**config.mk**
```make
export PLATFORM = sky130hd
export DESIGN_NAME = pcs_sync
export DESIGN_NICKNAME = d
export VERILOG_FILES = /design/src/pkg/pcs_pkg.sv /design/src/hw/pcs_sync.sv
export SDC_FILE = /design/constraint.sdc
export NUM_CORES = 1
export LEC_CHECK = 0
export ABC_AREA = 0
export BUFFER_PORTS_ARGS = -buffer_cell sky130_fd_sc_hd__buf_2
export CAP_MARGIN = 10
export CORE_AREA = 4 4 182 272
export CTS_CLUSTER_DIAMETER = 60
export CTS_CLUSTER_SIZE = 8
export DETAILED_ROUTE_END_ITERATION = 8
export DIE_AREA = 0 0 186 276
export GPL_TIMING_DRIVEN = 0
export PLACE_DENSITY = 0.75
export SLEW_MARGIN = 40
export SYNTH_ARGS = -nofsm -noshare
export SYNTH_HDL_FRONTEND = slang
export SYNTH_SLANG_ARGS = --single-unit
```
**constraint.sdc**
```tcl
create_clock -name ref_clk -period 6.15 [get_ports ref_clk]
set_clock_uncertainty 0.2 [all_clocks]
set_input_delay 0 -clock ref_clk [delete_from_list [all_inputs] [get_ports ref_clk]]
set_output_delay 0 -clock ref_clk [all_outputs]
set_load 0.03 [all_outputs]
```
**src/pkg/pcs_pkg.sv**
```systemverilog
`default_nettype none
package pcs_pkg;

  // Clock and timing
  localparam int unsigned CLK_PERIOD_NS       = 4;
  localparam int unsigned SYNC_IN_DELAY_NS    = 760;
  localparam int unsigned SYNC_OUT_LEAD_NS    = 760;
  localparam int unsigned SYNC_OUT_WIDTH_NS   = 640;
  localparam int unsigned JITTER_LIMIT_NS     = 280;
  localparam int unsigned PHASE_NARROW_NS     = 160;
  localparam int unsigned PHASE_WIDE_NS       = 640;
  localparam int unsigned EXTRA_STEP_NS       = 20;

  localparam logic [15:0] SYNC_IN_DELAY_CYC   = 16'(SYNC_IN_DELAY_NS / CLK_PERIOD_NS);
  localparam logic [15:0] SYNC_OUT_LEAD_CYC   = 16'(SYNC_OUT_LEAD_NS / CLK_PERIOD_NS);
  localparam logic [15:0] SYNC_OUT_WIDTH_CYC  =
    16'((SYNC_OUT_WIDTH_NS + CLK_PERIOD_NS - 1) / CLK_PERIOD_NS);
  // Load-to-pin register stages of the sync output
  localparam logic [15:0] SYNC_OUT_PIPE_CYC   = 16'd2;
  localparam logic [15:0] JITTER_LIMIT_CYC    = 16'(JITTER_LIMIT_NS / CLK_PERIOD_NS);
  localparam logic [15:0] PHASE_NARROW_CYC    = 16'(PHASE_NARROW_NS / CLK_PERIOD_NS);
  localparam logic [15:0] PHASE_WIDE_CYC      = 16'(PHASE_WIDE_NS / CLK_PERIOD_NS);
  localparam logic [15:0] EXTRA_STEP_CYC      = 16'(EXTRA_STEP_NS / CLK_PERIOD_NS);

  // Period windows in percent, and good-period count for frequency capture
  localparam logic [23:0] CAP_LO_PCT          = 24'd90;
  localparam logic [23:0] CAP_HI_PCT          = 24'd110;
  localparam logic [23:0] HOLD_LO_PCT         = 24'd89;
  localparam logic [23:0] HOLD_HI_PCT         = 24'd114;
  localparam logic [23:0] PCT_SCALE           = 24'd100;
  localparam logic [6:0]  GOOD_CYCLES         = 7'd64;

  // Register addresses
  localparam logic [15:0] SYNC_EXTRA_DELAY_ADDR = 16'hFE11;
  localparam logic [15:0] SYNC_CONTROL_ADDR     = 16'hFE12;
  localparam logic [15:0] EDGE_REF_SEL0_ADDR    = 16'hFE6D;
  localparam logic [15:0] EDGE_REF_SEL1_ADDR    = 16'hFE6E;
  localparam logic [15:0] EDGE_REF_SEL2_ADDR    = 16'hFE6F;
  localparam logic [15:0] SYNC_STATUS_ADDR      = 16'hFE70;

  // Reset values
  localparam logic [7:0]  REG_RESET           = 8'h00;

  // Sync control fields
  localparam int unsigned CTRL_EN0_BIT        = 0;
  localparam int unsigned CTRL_EN1_BIT        = 3;
  localparam int unsigned CTRL_OUT_C_BIT      = 4;
  localparam int unsigned CTRL_OUT_D_BIT      = 5;
  localparam int unsigned CTRL_PHASE_BIT      = 6;

  typedef enum logic [2:0] {
    PCS_FREE,
    PCS_FREQ_CAP,
    PCS_PHASE_CAP,
    PCS_LOCKED,
    PCS_HOLD
  } pcs_state_t;

  typedef struct packed {
    logic        wr;
    logic        rd;
    logic [15:0] addr;
    logic [7:0]  data;
  } pcs_reg_req_t;

endpackage
`default_nettype wire

```
**src/hw/pcs_sync.sv**
```systemverilog
`timescale 1ns/1ps
`default_nettype none
module pcs_sync (
  // Clock and reset
  input  wire logic               ref_clk,
  input  wire logic               rst_n,
  // Register port
  input  wire pcs_pkg::pcs_reg_req_t reg_req,
  output var  logic [7:0]         reg_rd_data,
  // Configuration
  input  wire logic [15:0]        switching_period,
  // Pins and faults
  input  wire logic               sync_in,
  input  wire logic               supply_overvoltage_fault,
  input  wire logic               pwm_c_in,
  input  wire logic               pwm_d_in,
  output var  logic               pwm_out_c,
  output var  logic               pwm_out_d,
  // PWM engine timebase
  output var  logic               cycle_start,
  output var  logic [15:0]        period_now,
  output var  logic [15:0]        half_period,
  output var  logic [23:0]        edge_half_ref,
  output var  logic               sync_locked
);
  import pcs_pkg::*;

  // Register file
  logic [7:0] extra_q, extra_d;
  logic [7:0] ctrl_q, ctrl_d;
  logic [7:0] esel0_q, esel0_d;
  logic [7:0] esel1_q, esel1_d;
  logic [7:0] esel2_q, esel2_d;
  logic [7:0] rd_q, rd_d;

  // Pin synchronisers
  logic [1:0] sin_sync_q;
  logic [1:0] ov_sync_q;
  logic       sin_prev_q;
  logic       sin_rise;

  // Measurement and state
  pcs_state_t  state_q, state_d;
  logic [15:0] meas_q, meas_d;
  logic [15:0] last_per_q, last_per_d;
  logic        have_edge_q, have_edge_d;
  logic [6:0]  good_q, good_d;
  logic [15:0] ref_per_q, ref_per_d;
  logic [15:0] dly_q, dly_d;
  logic        dly_run_q, dly_run_d;
  logic        ext_start;

  // Timebases
  logic [15:0] pwm_cnt_q, pwm_cnt_d;
  logic [15:0] osc_cnt_q, osc_cnt_d;
  logic        start_q, start_d;

  // Sync output
  logic [15:0] so_cnt_q, so_cnt_d;
  logic        out_c_q, out_c_d;
  logic        out_d_q, out_d_d;

  // Helper terms
  logic        enabled;
  logic [15:0] cur_per;
  logic [23:0] per100;
  logic [23:0] int_lo90, int_hi110, int_lo89, int_hi114;
  logic        in_cap, in_hold, jitter_bad, lost;
  logic [15:0] jit_diff;
  logic [15:0] phase_rng;
  logic [15:0] pwm_dist, osc_dist;
  logic        pwm_wrap, osc_wrap;

  // Register access
  always_comb begin
    extra_d = extra_q;
    ctrl_d  = ctrl_q;
    esel0_d = esel0_q;
    esel1_d = esel1_q;
    esel2_d = esel2_q;
    rd_d    = rd_q;
    if (reg_req.wr) begin
      unique case (reg_req.addr)
        SYNC_EXTRA_DELAY_ADDR: extra_d = reg_req.data;
        SYNC_CONTROL_ADDR:     ctrl_d  = reg_req.data;
        EDGE_REF_SEL0_ADDR:    esel0_d = reg_req.data;
        EDGE_REF_SEL1_ADDR:    esel1_d = reg_req.data;
        EDGE_REF_SEL2_ADDR:    esel2_d = reg_req.data;
        default:               ;
      endcase
    end
    if (reg_req.rd) begin
      unique case (reg_req.addr)
        SYNC_EXTRA_DELAY_ADDR: rd_d = extra_q;
        SYNC_CONTROL_ADDR:     rd_d = ctrl_q;
        EDGE_REF_SEL0_ADDR:    rd_d = esel0_q;
        EDGE_REF_SEL1_ADDR:    rd_d = esel1_q;
        EDGE_REF_SEL2_ADDR:    rd_d = esel2_q;
        SYNC_STATUS_ADDR:      rd_d = {5'h00, state_q};
        default:               rd_d = 8'h00;
      endcase
    end
  end

  always_ff @(posedge ref_clk or negedge rst_n) begin
    if (!rst_n) begin
      extra_q <= REG_RESET;
      ctrl_q  <= REG_RESET;
      esel0_q <= REG_RESET;
      esel1_q <= REG_RESET;
      esel2_q <= REG_RESET;
      rd_q    <= REG_RESET;
    end else begin
      extra_q <= extra_d;
      ctrl_q  <= ctrl_d;
      esel0_q <= esel0_d;
      esel1_q <= esel1_d;
      esel2_q <= esel2_d;
      rd_q    <= rd_d;
    end
  end

  // Synchronise pins, find sync input rising edge
  always_ff @(posedge ref_clk or negedge rst_n) begin
    if (!rst_n) begin
      sin_sync_q <= 2'h0;
      ov_sync_q  <= 2'h0;
      sin_prev_q <= 1'b0;
    end else begin
      sin_sync_q <= {sin_sync_q[0], sync_in};
      ov_sync_q  <= {ov_sync_q[0], supply_overvoltage_fault};
      sin_prev_q <= sin_sync_q[1];
    end
  end

  assign sin_rise = sin_sync_q[1] & ~sin_prev_q;

  // Period windows and phase tests
  always_comb begin
    enabled    = ctrl_q[CTRL_EN0_BIT] & ctrl_q[CTRL_EN1_BIT];
    cur_per    = (state_q == PCS_LOCKED || state_q == PCS_HOLD) ?
                 ref_per_q : switching_period;
    per100     = {8'h00, meas_q} * PCT_SCALE;
    int_lo90   = {8'h00, switching_period} * CAP_LO_PCT;
    int_hi110  = {8'h00, switching_period} * CAP_HI_PCT;
    int_lo89   = {8'h00, switching_period} * HOLD_LO_PCT;
    int_hi114  = {8'h00, switching_period} * HOLD_HI_PCT;
    in_cap     = (per100 >= int_lo90) && (per100 <= int_hi110);
    in_hold    = (per100 >= int_lo89) && (per100 <= int_hi114);
    jit_diff   = (meas_q > last_per_q) ? meas_q - last_per_q : last_per_q - meas_q;
    jitter_bad = have_edge_q && (jit_diff > JITTER_LIMIT_CYC);
    lost       = per100 > int_hi114;
    phase_rng  = ctrl_q[CTRL_PHASE_BIT] ? PHASE_WIDE_CYC : PHASE_NARROW_CYC;
    pwm_dist   = (pwm_cnt_q < (cur_per - pwm_cnt_q)) ? pwm_cnt_q : cur_per - pwm_cnt_q;
    osc_dist   = (pwm_cnt_q < (ref_per_q - pwm_cnt_q)) ? pwm_cnt_q : ref_per_q - pwm_cnt_q;
    pwm_wrap   = pwm_cnt_q >= cur_per - 16'd1;
    osc_wrap   = osc_cnt_q >= switching_period - 16'd1;
  end

  // Delayed external start after each rising edge while both enables are set
  always_comb begin
    dly_d     = dly_q;
    dly_run_d = dly_run_q;
    ext_start = 1'b0;
    if (sin_rise && enabled) begin
      dly_d     = 16'(SYNC_IN_DELAY_CYC + 16'(extra_q) * EXTRA_STEP_CYC);
      dly_run_d = 1'b1;
    end else if (dly_run_q) begin
      if (dly_q <= 16'd1) begin
        dly_run_d = 1'b0;
        ext_start = 1'b1;
      end else begin
        dly_d = dly_q - 16'd1;
      end
    end
  end

  // Frequency capture, phase capture, lock and hold
  always_comb begin
    state_d     = state_q;
    meas_d      = (meas_q == 16'hFFFF) ? meas_q : meas_q + 16'd1;
    last_per_d  = last_per_q;
    have_edge_d = have_edge_q;
    good_d      = good_q;
    ref_per_d   = ref_per_q;
    if (!enabled) begin
      state_d     = PCS_FREE;
      have_edge_d = 1'b0;
      good_d      = 7'd0;
      meas_d      = 16'd0;
    end else begin
      if (sin_rise) begin
        meas_d      = 16'd1;
        last_per_d  = meas_q;
        have_edge_d = 1'b1;
      end
      unique case (state_q)
        PCS_FREE: begin
          state_d = PCS_FREQ_CAP;
          good_d  = 7'd0;
        end
        PCS_FREQ_CAP: begin
          if (sin_rise && have_edge_q) begin
            if (!in_cap) begin
              good_d = 7'd0;
            end else if (good_q >= GOOD_CYCLES - 7'd1) begin
              ref_per_d = meas_q;
              state_d   = PCS_PHASE_CAP;
            end else begin
              good_d = good_q + 7'd1;
            end
          end
        end
        PCS_PHASE_CAP: begin
          if (sin_rise && !in_cap) begin
            state_d = PCS_FREQ_CAP;
            good_d  = 7'd0;
          end else if (ext_start && pwm_dist <= phase_rng) begin
            state_d = PCS_LOCKED;
          end
        end
        PCS_LOCKED: begin
          if (lost || (sin_rise && (!in_hold || jitter_bad))) begin
            state_d = PCS_HOLD;
          end else if (sin_rise) begin
            ref_per_d = meas_q;
          end
        end
        PCS_HOLD: begin
          if (osc_wrap && osc_dist <= phase_rng) begin
            state_d = PCS_FREQ_CAP;
            good_d  = 7'd0;
          end
        end
      endcase
    end
  end

  always_ff @(posedge ref_clk or negedge rst_n) begin
    if (!rst_n) begin
      state_q     <= PCS_FREE;
      meas_q      <= 16'h0000;
      last_per_q  <= 16'h0000;
      have_edge_q <= 1'b0;
      good_q      <= 7'h00;
      ref_per_q   <= 16'h0000;
      dly_q       <= 16'h0000;
      dly_run_q   <= 1'b0;
    end else begin
      state_q     <= state_d;
      meas_q      <= meas_d;
      last_per_q  <= last_per_d;
      have_edge_q <= have_edge_d;
      good_q      <= good_d;
      ref_per_q   <= ref_per_d;
      dly_q       <= dly_d;
      dly_run_q   <= dly_run_d;
    end
  end

  // PWM timebase and internal oscillator
  always_comb begin
    start_d   = 1'b0;
    osc_cnt_d = osc_wrap ? 16'd0 : osc_cnt_q + 16'd1;
    if (state_q == PCS_LOCKED && ext_start) begin
      pwm_cnt_d = 16'd0;
      start_d   = 1'b1;
    end else if (pwm_wrap) begin
      pwm_cnt_d = 16'd0;
      start_d   = 1'b1;
    end else begin
      pwm_cnt_d = pwm_cnt_q + 16'd1;
    end
    if (state_q == PCS_HOLD && osc_wrap && osc_dist <= phase_rng) begin
      pwm_cnt_d = 16'd0;
      start_d   = 1'b1;
    end
  end

  // Sync output pulse on pin C or D
  always_comb begin
    so_cnt_d = (so_cnt_q != 16'd0) ? so_cnt_q - 16'd1 : 16'd0;
    if (pwm_cnt_q == cur_per - SYNC_OUT_LEAD_CYC - SYNC_OUT_PIPE_CYC) begin
      so_cnt_d = SYNC_OUT_WIDTH_CYC;
    end
    if (ov_sync_q[1]) begin
      so_cnt_d = 16'd0;
    end
    out_c_d = ctrl_q[CTRL_OUT_C_BIT] ? (so_cnt_q != 16'd0) : pwm_c_in;
    out_d_d = ctrl_q[CTRL_OUT_D_BIT] ? (so_cnt_q != 16'd0) : pwm_d_in;
  end

  always_ff @(posedge ref_clk or negedge rst_n) begin
    if (!rst_n) begin
      pwm_cnt_q <= 16'h0000;
      osc_cnt_q <= 16'h0000;
      start_q   <= 1'b0;
      so_cnt_q  <= 16'h0000;
      out_c_q   <= 1'b0;
      out_d_q   <= 1'b0;
    end else begin
      pwm_cnt_q <= pwm_cnt_d;
      osc_cnt_q <= osc_cnt_d;
      start_q   <= start_d;
      so_cnt_q  <= so_cnt_d;
      out_c_q   <= out_c_d;
      out_d_q   <= out_d_d;
    end
  end

  // Registered outputs for the PWM engine
  logic [15:0] period_q;
  logic [15:0] half_q;
  logic [23:0] eref_q;
  logic        locked_q;

  always_ff @(posedge ref_clk or negedge rst_n) begin
    if (!rst_n) begin
      period_q <= 16'h0000;
      half_q   <= 16'h0000;
      eref_q   <= 24'h000000;
      locked_q <= 1'b0;
    end else begin
      period_q <= cur_per;
      half_q   <= {1'b0, cur_per[15:1]};
      eref_q   <= {esel2_q, esel1_q, esel0_q};
      locked_q <= state_q == PCS_LOCKED;
    end
  end

  assign reg_rd_data   = rd_q;
  assign pwm_out_c     = out_c_q;
  assign pwm_out_d     = out_d_q;
  assign cycle_start   = start_q;
  assign period_now    = period_q;
  assign half_period   = half_q;
  assign edge_half_ref = eref_q;
  assign sync_locked   = locked_q;

endmodule // pcs_sync
`default_nettype wire

```
# ---- Yosys cells after proc, flatten, opt, wreduce, memory -nomap -nowiden
# Index checks and enable logic that the tools add are counted.
dict set report word_totals {
  word_cells 180
  output_inout_bits 68
  inputBits 48
  regBits 236
}
dict set report classes {
  muxes 54
  mul 6
  add_sub_neg 15
  n_eq_ne 29
  reduce_logical 31
  n_bitwise 3
  n_lt_le_gt_ge 15
}
# cell count
set ops {}
lappend ops {{$mux 16} 22}
lappend ops {{$eq 16x16->1 const B} 7}
lappend ops {{$mul 16x6->22 const B} 3}
lappend ops {{$sub 16x1->16 const B} 4}
lappend ops {{$sub 16x16->16} 4}
lappend ops {{$add 16x1->16 const B} 3}
lappend ops {{$pmux 8 s6} 1}
lappend ops {{$ge 23x23->1} 2}
lappend ops {{$le 23x23->1} 2}
lappend ops {{$mux 7} 6}
lappend ops {{$ge 16x16->1} 2}
lappend ops {{$le 16x8->1} 2}
lappend ops {{$lt 16x16->1} 2}
lappend ops {{$pmux 16 s2} 1}
lappend ops {{$pmux 7 s4} 1}
lappend ops {{$mux 3} 8}
lappend ops {{$gt 23x23->1} 1}
lappend ops {{$mul 16x7->23 const B} 1}
lappend ops {{$mul 16x5->21 const B} 1}
lappend ops {{$ne 3x3->1 const B} 7}
lappend ops {{$eq 16x16->1} 1}
lappend ops {{$gt 16x16->1} 1}
lappend ops {{$gt 16x7->1 const B} 1}
lappend ops {{$le 16x1->1 const B} 1}
lappend ops {{27 further kinds} 69}

# ---- Depth between registers and ports, before layout
dict set report logic_depth {
  ltp_word 12
  ltp_mapped 32
  mapped_depth_nobuf 30
}

# ---- Worst setup path before layout
# Ideal clock, no wire load.
dict set report synth_timing {
  kind {input port to flip-flop}
  startpoint {input port switching_period[2]}
  endpoint {register ref_per_q[10]}
  path_buffers 2
  stages 30
  arrival_time_ns 6.569
  slack_ns -0.743
  setup_time_ns 0.125
  cell_sequence {inv_1 fa_1 fa_1 inv_1 ha_1 fa_1 a21o_1 a21oi_1 o21bai_1 a21oi_1 o21bai_1 a211o_1 a2111oi_0 nor3_1 a21o_1 a21oi_1 xnor2_1 ha_1 a21o_1 a21o_1 a211oi_1 o31ai_1 a221oi_1 nand4b_1 a2111oi_1 nand2_1 a21o_1 buf_2 buf_2 mux2_2}
}
dict set report synth_via {
  elab_chain_len 9
  word_cells_on_any_way 18
}
# element line
set synth_rtl {}
lappend synth_rtl {{from (decl)} pcs_sync.sv:11} ;# input wire logic [15:0] switching_period,
lappend synth_rtl {{$mul 16x7->23 or $mul 16x6->22 (tied branches)} {pcs_sync.sv:146, pcs_sync.sv:147}}
lappend synth_rtl {{$ge 23x23->1 or $le 23x23->1 (tied branches)} pcs_sync.sv:149} ;# in_hold = (per100 >= int_lo89) && (per100 <= int_hi114);
lappend synth_rtl {{$logic_and 1x1->1} pcs_sync.sv:149}
lappend synth_rtl {{$logic_not 1->1} pcs_sync.sv:223} ;# if (lost || (sin_rise && (!in_hold || jitter_bad))) begin
lappend synth_rtl {{$logic_or 1x1->1} pcs_sync.sv:223}
lappend synth_rtl {{$logic_and 1x1->1} pcs_sync.sv:223}
lappend synth_rtl {{$logic_or 1x1->1} pcs_sync.sv:223}
lappend synth_rtl {{$ne 2x2->1 (no line)} --}
lappend synth_rtl {{$reduce_and 7->1 (no line) (*)} --}
lappend synth_rtl {{to (signal assigned)} pcs_sync.sv:255} ;# ref_per_q <= ref_per_d;
lappend synth_rtl {{to (decl)} pcs_sync.sv:48} ;# logic [15:0] ref_per_q, ref_per_d;
# Every way passes the cells marked *; elsewhere a longest branch is shown, timed or not.
# A chain may end at the register's enable or synchronous reset.

# ---- Final worst setup path
dict set report layout_timing {
  startpoint {register state_q[2]}
  endpoint {register state_q[1]}
}
dict set report layout_via {
  elab_chain_len 10
  word_cells_on_any_way 21
}
# element line
set layout_rtl {}
lappend layout_rtl {{from (decl)} pcs_sync.sv:43} ;# pcs_state_t state_q, state_d;
lappend layout_rtl {{from (signal assigned)} pcs_sync.sv:250} ;# state_q <= state_d;
lappend layout_rtl {{$eq 3x2->1 or $eq 3x3->1 (tied branches)} pcs_sync.sv:141} ;# cur_per = (state_q == PCS_LOCKED || state_q == PCS_HOLD) ?
lappend layout_rtl {{$logic_or 1x1->1 (*)} pcs_sync.sv:141}
lappend layout_rtl {{$mux 16 (*)} pcs_sync.sv:141}
lappend layout_rtl {{net cur_per[2]} pcs_sync.sv:65} ;# logic [15:0] cur_per;
lappend layout_rtl {{$sub 16x16->16 (*)} pcs_sync.sv:154} ;# pwm_dist = (pwm_cnt_q < (cur_per - pwm_cnt_q)) ? pwm_cnt_q : cur_per - pwm_cnt_q;
lappend layout_rtl {{$lt 16x16->1} pcs_sync.sv:154}
lappend layout_rtl {{$mux 16 (*)} pcs_sync.sv:154}
lappend layout_rtl {{$le 16x8->1 (*)} pcs_sync.sv:218} ;# end else if (ext_start && pwm_dist <= phase_rng) begin
lappend layout_rtl {{$logic_and 1x1->1 (*)} pcs_sync.sv:218}
lappend layout_rtl {{$ne 4x4->1 (no line) (*)} --}
lappend layout_rtl {{$reduce_and 6->1 (no line) (*)} --}
# Mark *: on every way through the listed nets, which the timed path passes. The rest lies on a longest branch.

==> impl_results.md <==
- Status: finished with violations
- Violations in the final reports: hold timing, setup timing
- Post-synthesis instance area: roughly 0.026 mm2
- Post-synth EDFFs: 0
- Final std cells w/o fill: 3734
- DR WL/cell: 19.59 um
- Nets: 3757
- Largest family of logic cells by synthesized area: adder cells
- Area Growth Syn to Fin: 20.18%
- Initial antenna violation count: 0
- Clock transition at path regs: ~0.050 ns
- First-pass GRT wire length: 117500 um
- Synth Area in Simple Gates: 13.60%
- Post-DRT Antenna Nets: 0
- Hold Slack: -0.01265 ns
- Vias per Instance: 5.936
- Initial DRC Count: 1291
- Setup ws final: -0.6269 ns
- Slew @ Worst Pin: 0.7598 ns
- CTS tree: built
- Post-layout util: 65.06%
- Placed cell count: 3542
- Yosys reg bits: ~220
- Post-DP HPWL: ~55000 um
- Vias in the first global route: roughly 24000
- Internal power: 4.532 mW
- Peak supply drop: 227.9 uV
- Complex-gate fraction of the synthesized area: 14.59%
- Cell Pwr Density: 254.4 mW/mm2
- Total number of yosys warnings: 0
- Reg2reg end: state_q[1]
- Worst-skew pair later-pin latency: 0.55 ns
- Cell count after synthesis: about 2800
- Adder-Cell Fraction of Synth Area: around 32%
- Hold Crit Depth: 3
- Worst-path maximum fanout: 6
- Reg-to-reg slack, setup: -0.63 ns
- Num ports: 116
- CTS buffer count: 34
- Worst min path class: input port to register
- CP arrival: about 7 ns
- Setup violators final: 26
- Tmin final: 6.777 ns
- Sequential Power Share: a little over a fifth
- CTS HTree Levels: 2
- Peak Freq: roughly 0.15 GHz
- Root Driver: clkbuf_16
- Crit path required time: 6.36 ns
- Synth cell types: 85
- Total gr overflow: 0
- Core ar.: 0.04733 mm2
- Switching pwr: 3.302 mW
- CP endpoint kind: register
- Site Rows: 98
- Total number of vias: around 22000
- Total GRT Usage: 28.12%
- Clock Power Share: 22.2%
- Worst slew margin: between 40% and 50%
- R2R depth: 27
- Syn_area_per_cell: between 9 and 10 um2
- Max_cap viols: 0
- Post-synthesis mux area share: under 10%
- Initial core utilization: 54.13%
- Worst Hold End: period_now[10]
- Die area: roughly 0.051 mm2
- Leakage: 15.55 nW
- Routed WL: 73130 um
- Slew Limit Fails: 0
- Die width: 186 um
- Worst setup SP type: register
- Xor and xnor fraction of the mapped netlist area: 7.486%
- Synthesized netlist net count: 3459
- Worst hold start: switching_period[10]
- Final total power: approximately 7.8 mW
- Share of layout cells above drive strength 1: 18.30%
- CTS Sinks: around 220
- Drt pass-1 iters: 6
- IO buf count: 112
- Chip height: 276 um
- GPL Wtd Cong: 0.9188
- Switching share of power: 42.15%
- Clock buffer depth: 3
- Comb pwr share: between 50% and 60%
- Post-synthesis sequential area ratio: 21.58%
- Final hold vios: 1
- Top FF cell, synth: dfrtp_1
- Final Cycle Share: 110.2%
- Drc violations: 0
- RSZ-0062 raised after global routing: yes
- Crit Path Category: register to register
- Worst R2R Start: state_q[2]
- Pin count of the biggest net entering global routing: 74
- Filler instances: 3650
- Async set or reset register ratio after synthesis: 100.0%
[how the worst max path moves through the flow]
stage / start / endpoint / slack [ns]
floorplan: switching_period[2] / ref_per_q[10] / -0.14
global placement: switching_period[1] / ref_per_q[12] / -1.83
detailed placement: switching_period[2] / ref_per_q[15] / -1.91
CTS: state_q[1] / state_q[1] / -0.60
global route: switching_period[2] / ref_per_q[3] / -0.78
finish: state_q[2] / state_q[1] / -0.63
[cell families (layout without fill, tap and decap cells)]
family                     after synthesis  after routing
AOI/OAI and AO/OA                      566            566
xor gates and xnor gates               219            219
other                                    1              3
and+or+nand+nor                        706            706
buffers and inverters                  440            745
adders and majority gates              584            584
DFF                                    221            221
muxes                                   90             90
[worst max-delay path: stages, from the launching register on]
cell and delay (ns):
dfrtp_2 0.42, and3b_2 0.27, nor2_4 0.22, buf_4 0.17, mux2i_4 0.27, inv_2 0.10
ha_4 0.30, and3_4 0.19, o21a_4 0.14, nor3_4 0.05, o41ai_4 0.45, a211oi_2 0.16
o31ai_2 0.31, mux2i_1 0.30, nand2_1 0.13, ha_4 0.33, nand2_4 0.06, nor3_4 0.24
o211ai_1 0.22, nand3_4 0.17, a21oi_2 0.07, ha_2 0.18, or3_1 0.34, a31oi_1 0.20
a2bb2oi_2 0.12, o31a_1 0.36, a211oi_4 0.31, mux2_4 0.34
[synthesized netlist by cell type (all sizes together), types with 8 or more instances]
cell / n / area (um2)
ha: 460 / 5756
inv: 379 / 1423
dfrtp: 221 / 5530
nor2: 197 / 742.0
a21oi: 153 / 773.2
xnor2: 149 / 1305
nand2: 144 / 540.5
fa: 124 / 2482
o21ai: 116 / 584.3
nand3: 72 / 360.4
xor2: 70 / 613.1
mux2: 67 / 754.5
nor3: 67 / 340.3
a21o: 65 / 488.0
nor2b: 42 / 262.8
clkbuf: 39 / 146.4
nand4: 32 / 200.2
nand2b: 30 / 187.7
and3: 27 / 168.9
o21a: 26 / 195.2
mux2i: 23 / 230.2
buf: 22 / 156.4
nor4: 20 / 125.1
a211oi: 18 / 135.1
a31oi: 18 / 112.6
o211ai: 18 / 140.1
o21bai: 17 / 127.6
or3: 15 / 93.84
a211o: 13 / 113.9
o31ai: 13 / 97.59
or4: 12 / 97.59
a2111oi: 10 / 95.09
a21boi: 10 / 75.07
a22oi: 9 / 67.56
and2: 9 / 56.31
o41ai: 9 / 78.83
or2: 9 / 56.31
nand3b: 8 / 60.06
o31a: 8 / 70.07
[power groups by stage]
stage / combinational [mW] / clock [mW] / sequential (mW)
global placement: 3.77 / 0 / 1.69
CTS: 4.25 / 1.76 / 1.67
floorplan: 3.07 / 0 / 1.67
detailed placement: 3.97 / 0 / 1.69
finish: 4.42 / 1.74 / 1.67
global route: 4.97 / 1.82 / 1.69
[cell usage in the layout (no fill, tap or decap), drive strengths merged, types with 30 or more instances in the layout]
cell,n
mux2,67
a21oi,153
a21o,65
nor3,67
nor2b,42
xnor2,149
nand2,144
nand3,72
fa,124
dfrtp,221
xor2,70
nand4,32
o21ai,116
dlygate4sd3,35
ha,460
nand2b,30
clkbuf,75
nor2,197
buf,252
inv,371
[timing repair]
| item | 4_1_cts | 5_1_grt |
|---|---|---|
| setup buffers | 90 | 25 |
| pin swaps | 73 | 61 |
| cloned | 1 | 0 |
| hold buffers | 36 | 0 |
| gates resized for setup | 187 | 50 |
| hold endpoints to repair | 227 | 0 |
| endpoints found under the setup margin | 36 | 36 |
[per-layer routing]
metal	GRT usage, %	part of all wire, %	vias to the layer above
met1	30.24	36	10813
met3	4.251	4.8	255
met5	0	0	-
met2	51.75	53	682
li1	-	-	10416
met4	15.26	6.2	0
[sequential cells by signal, summed over array words and instances, names as in the netlist, 15 cells and up]
name           cells
dly_q             16
edge_half_ref     24
last_per_q        16
meas_q            16
osc_cnt_q         16
period_now        15
pwm_cnt_q         16
ref_per_q         16
so_cnt_q          16
[layout make-up]
type                            instances  area [um2]  area share (%)
Inverter                              379        1456           4.730
Clock inverter                          4       87.58          0.2844
Antenna cell                            2       5.005         0.01625
Clock buffer                           39       889.6           2.889
Multi-Input combinational cell       2166       19620           63.72
Timing Repair Buffer                  265        2105           6.834
Buffer                                 58       335.3           1.089
Tap cell                              600       750.7           2.438
Sequential cell                       221        5544           18.00
[metrics by stage]
step	cell area (um2)	setup TNS, ns	worst slack (ns)	hold WS, ns
finish	30790	-10.44	-0.6269	-0.01265
global route	30790	-16.48	-0.7771	-0.0006204
CTS	30370	-10.13	-0.6024	0.005265
detailed placement	27330	-46.63	-1.914	-0.2646
global placement	27230	-42.63	-1.835	-0.09265
floorplan	25920	-1.407	-0.1431	-0.4956
(Power assumes the default switching activity.)
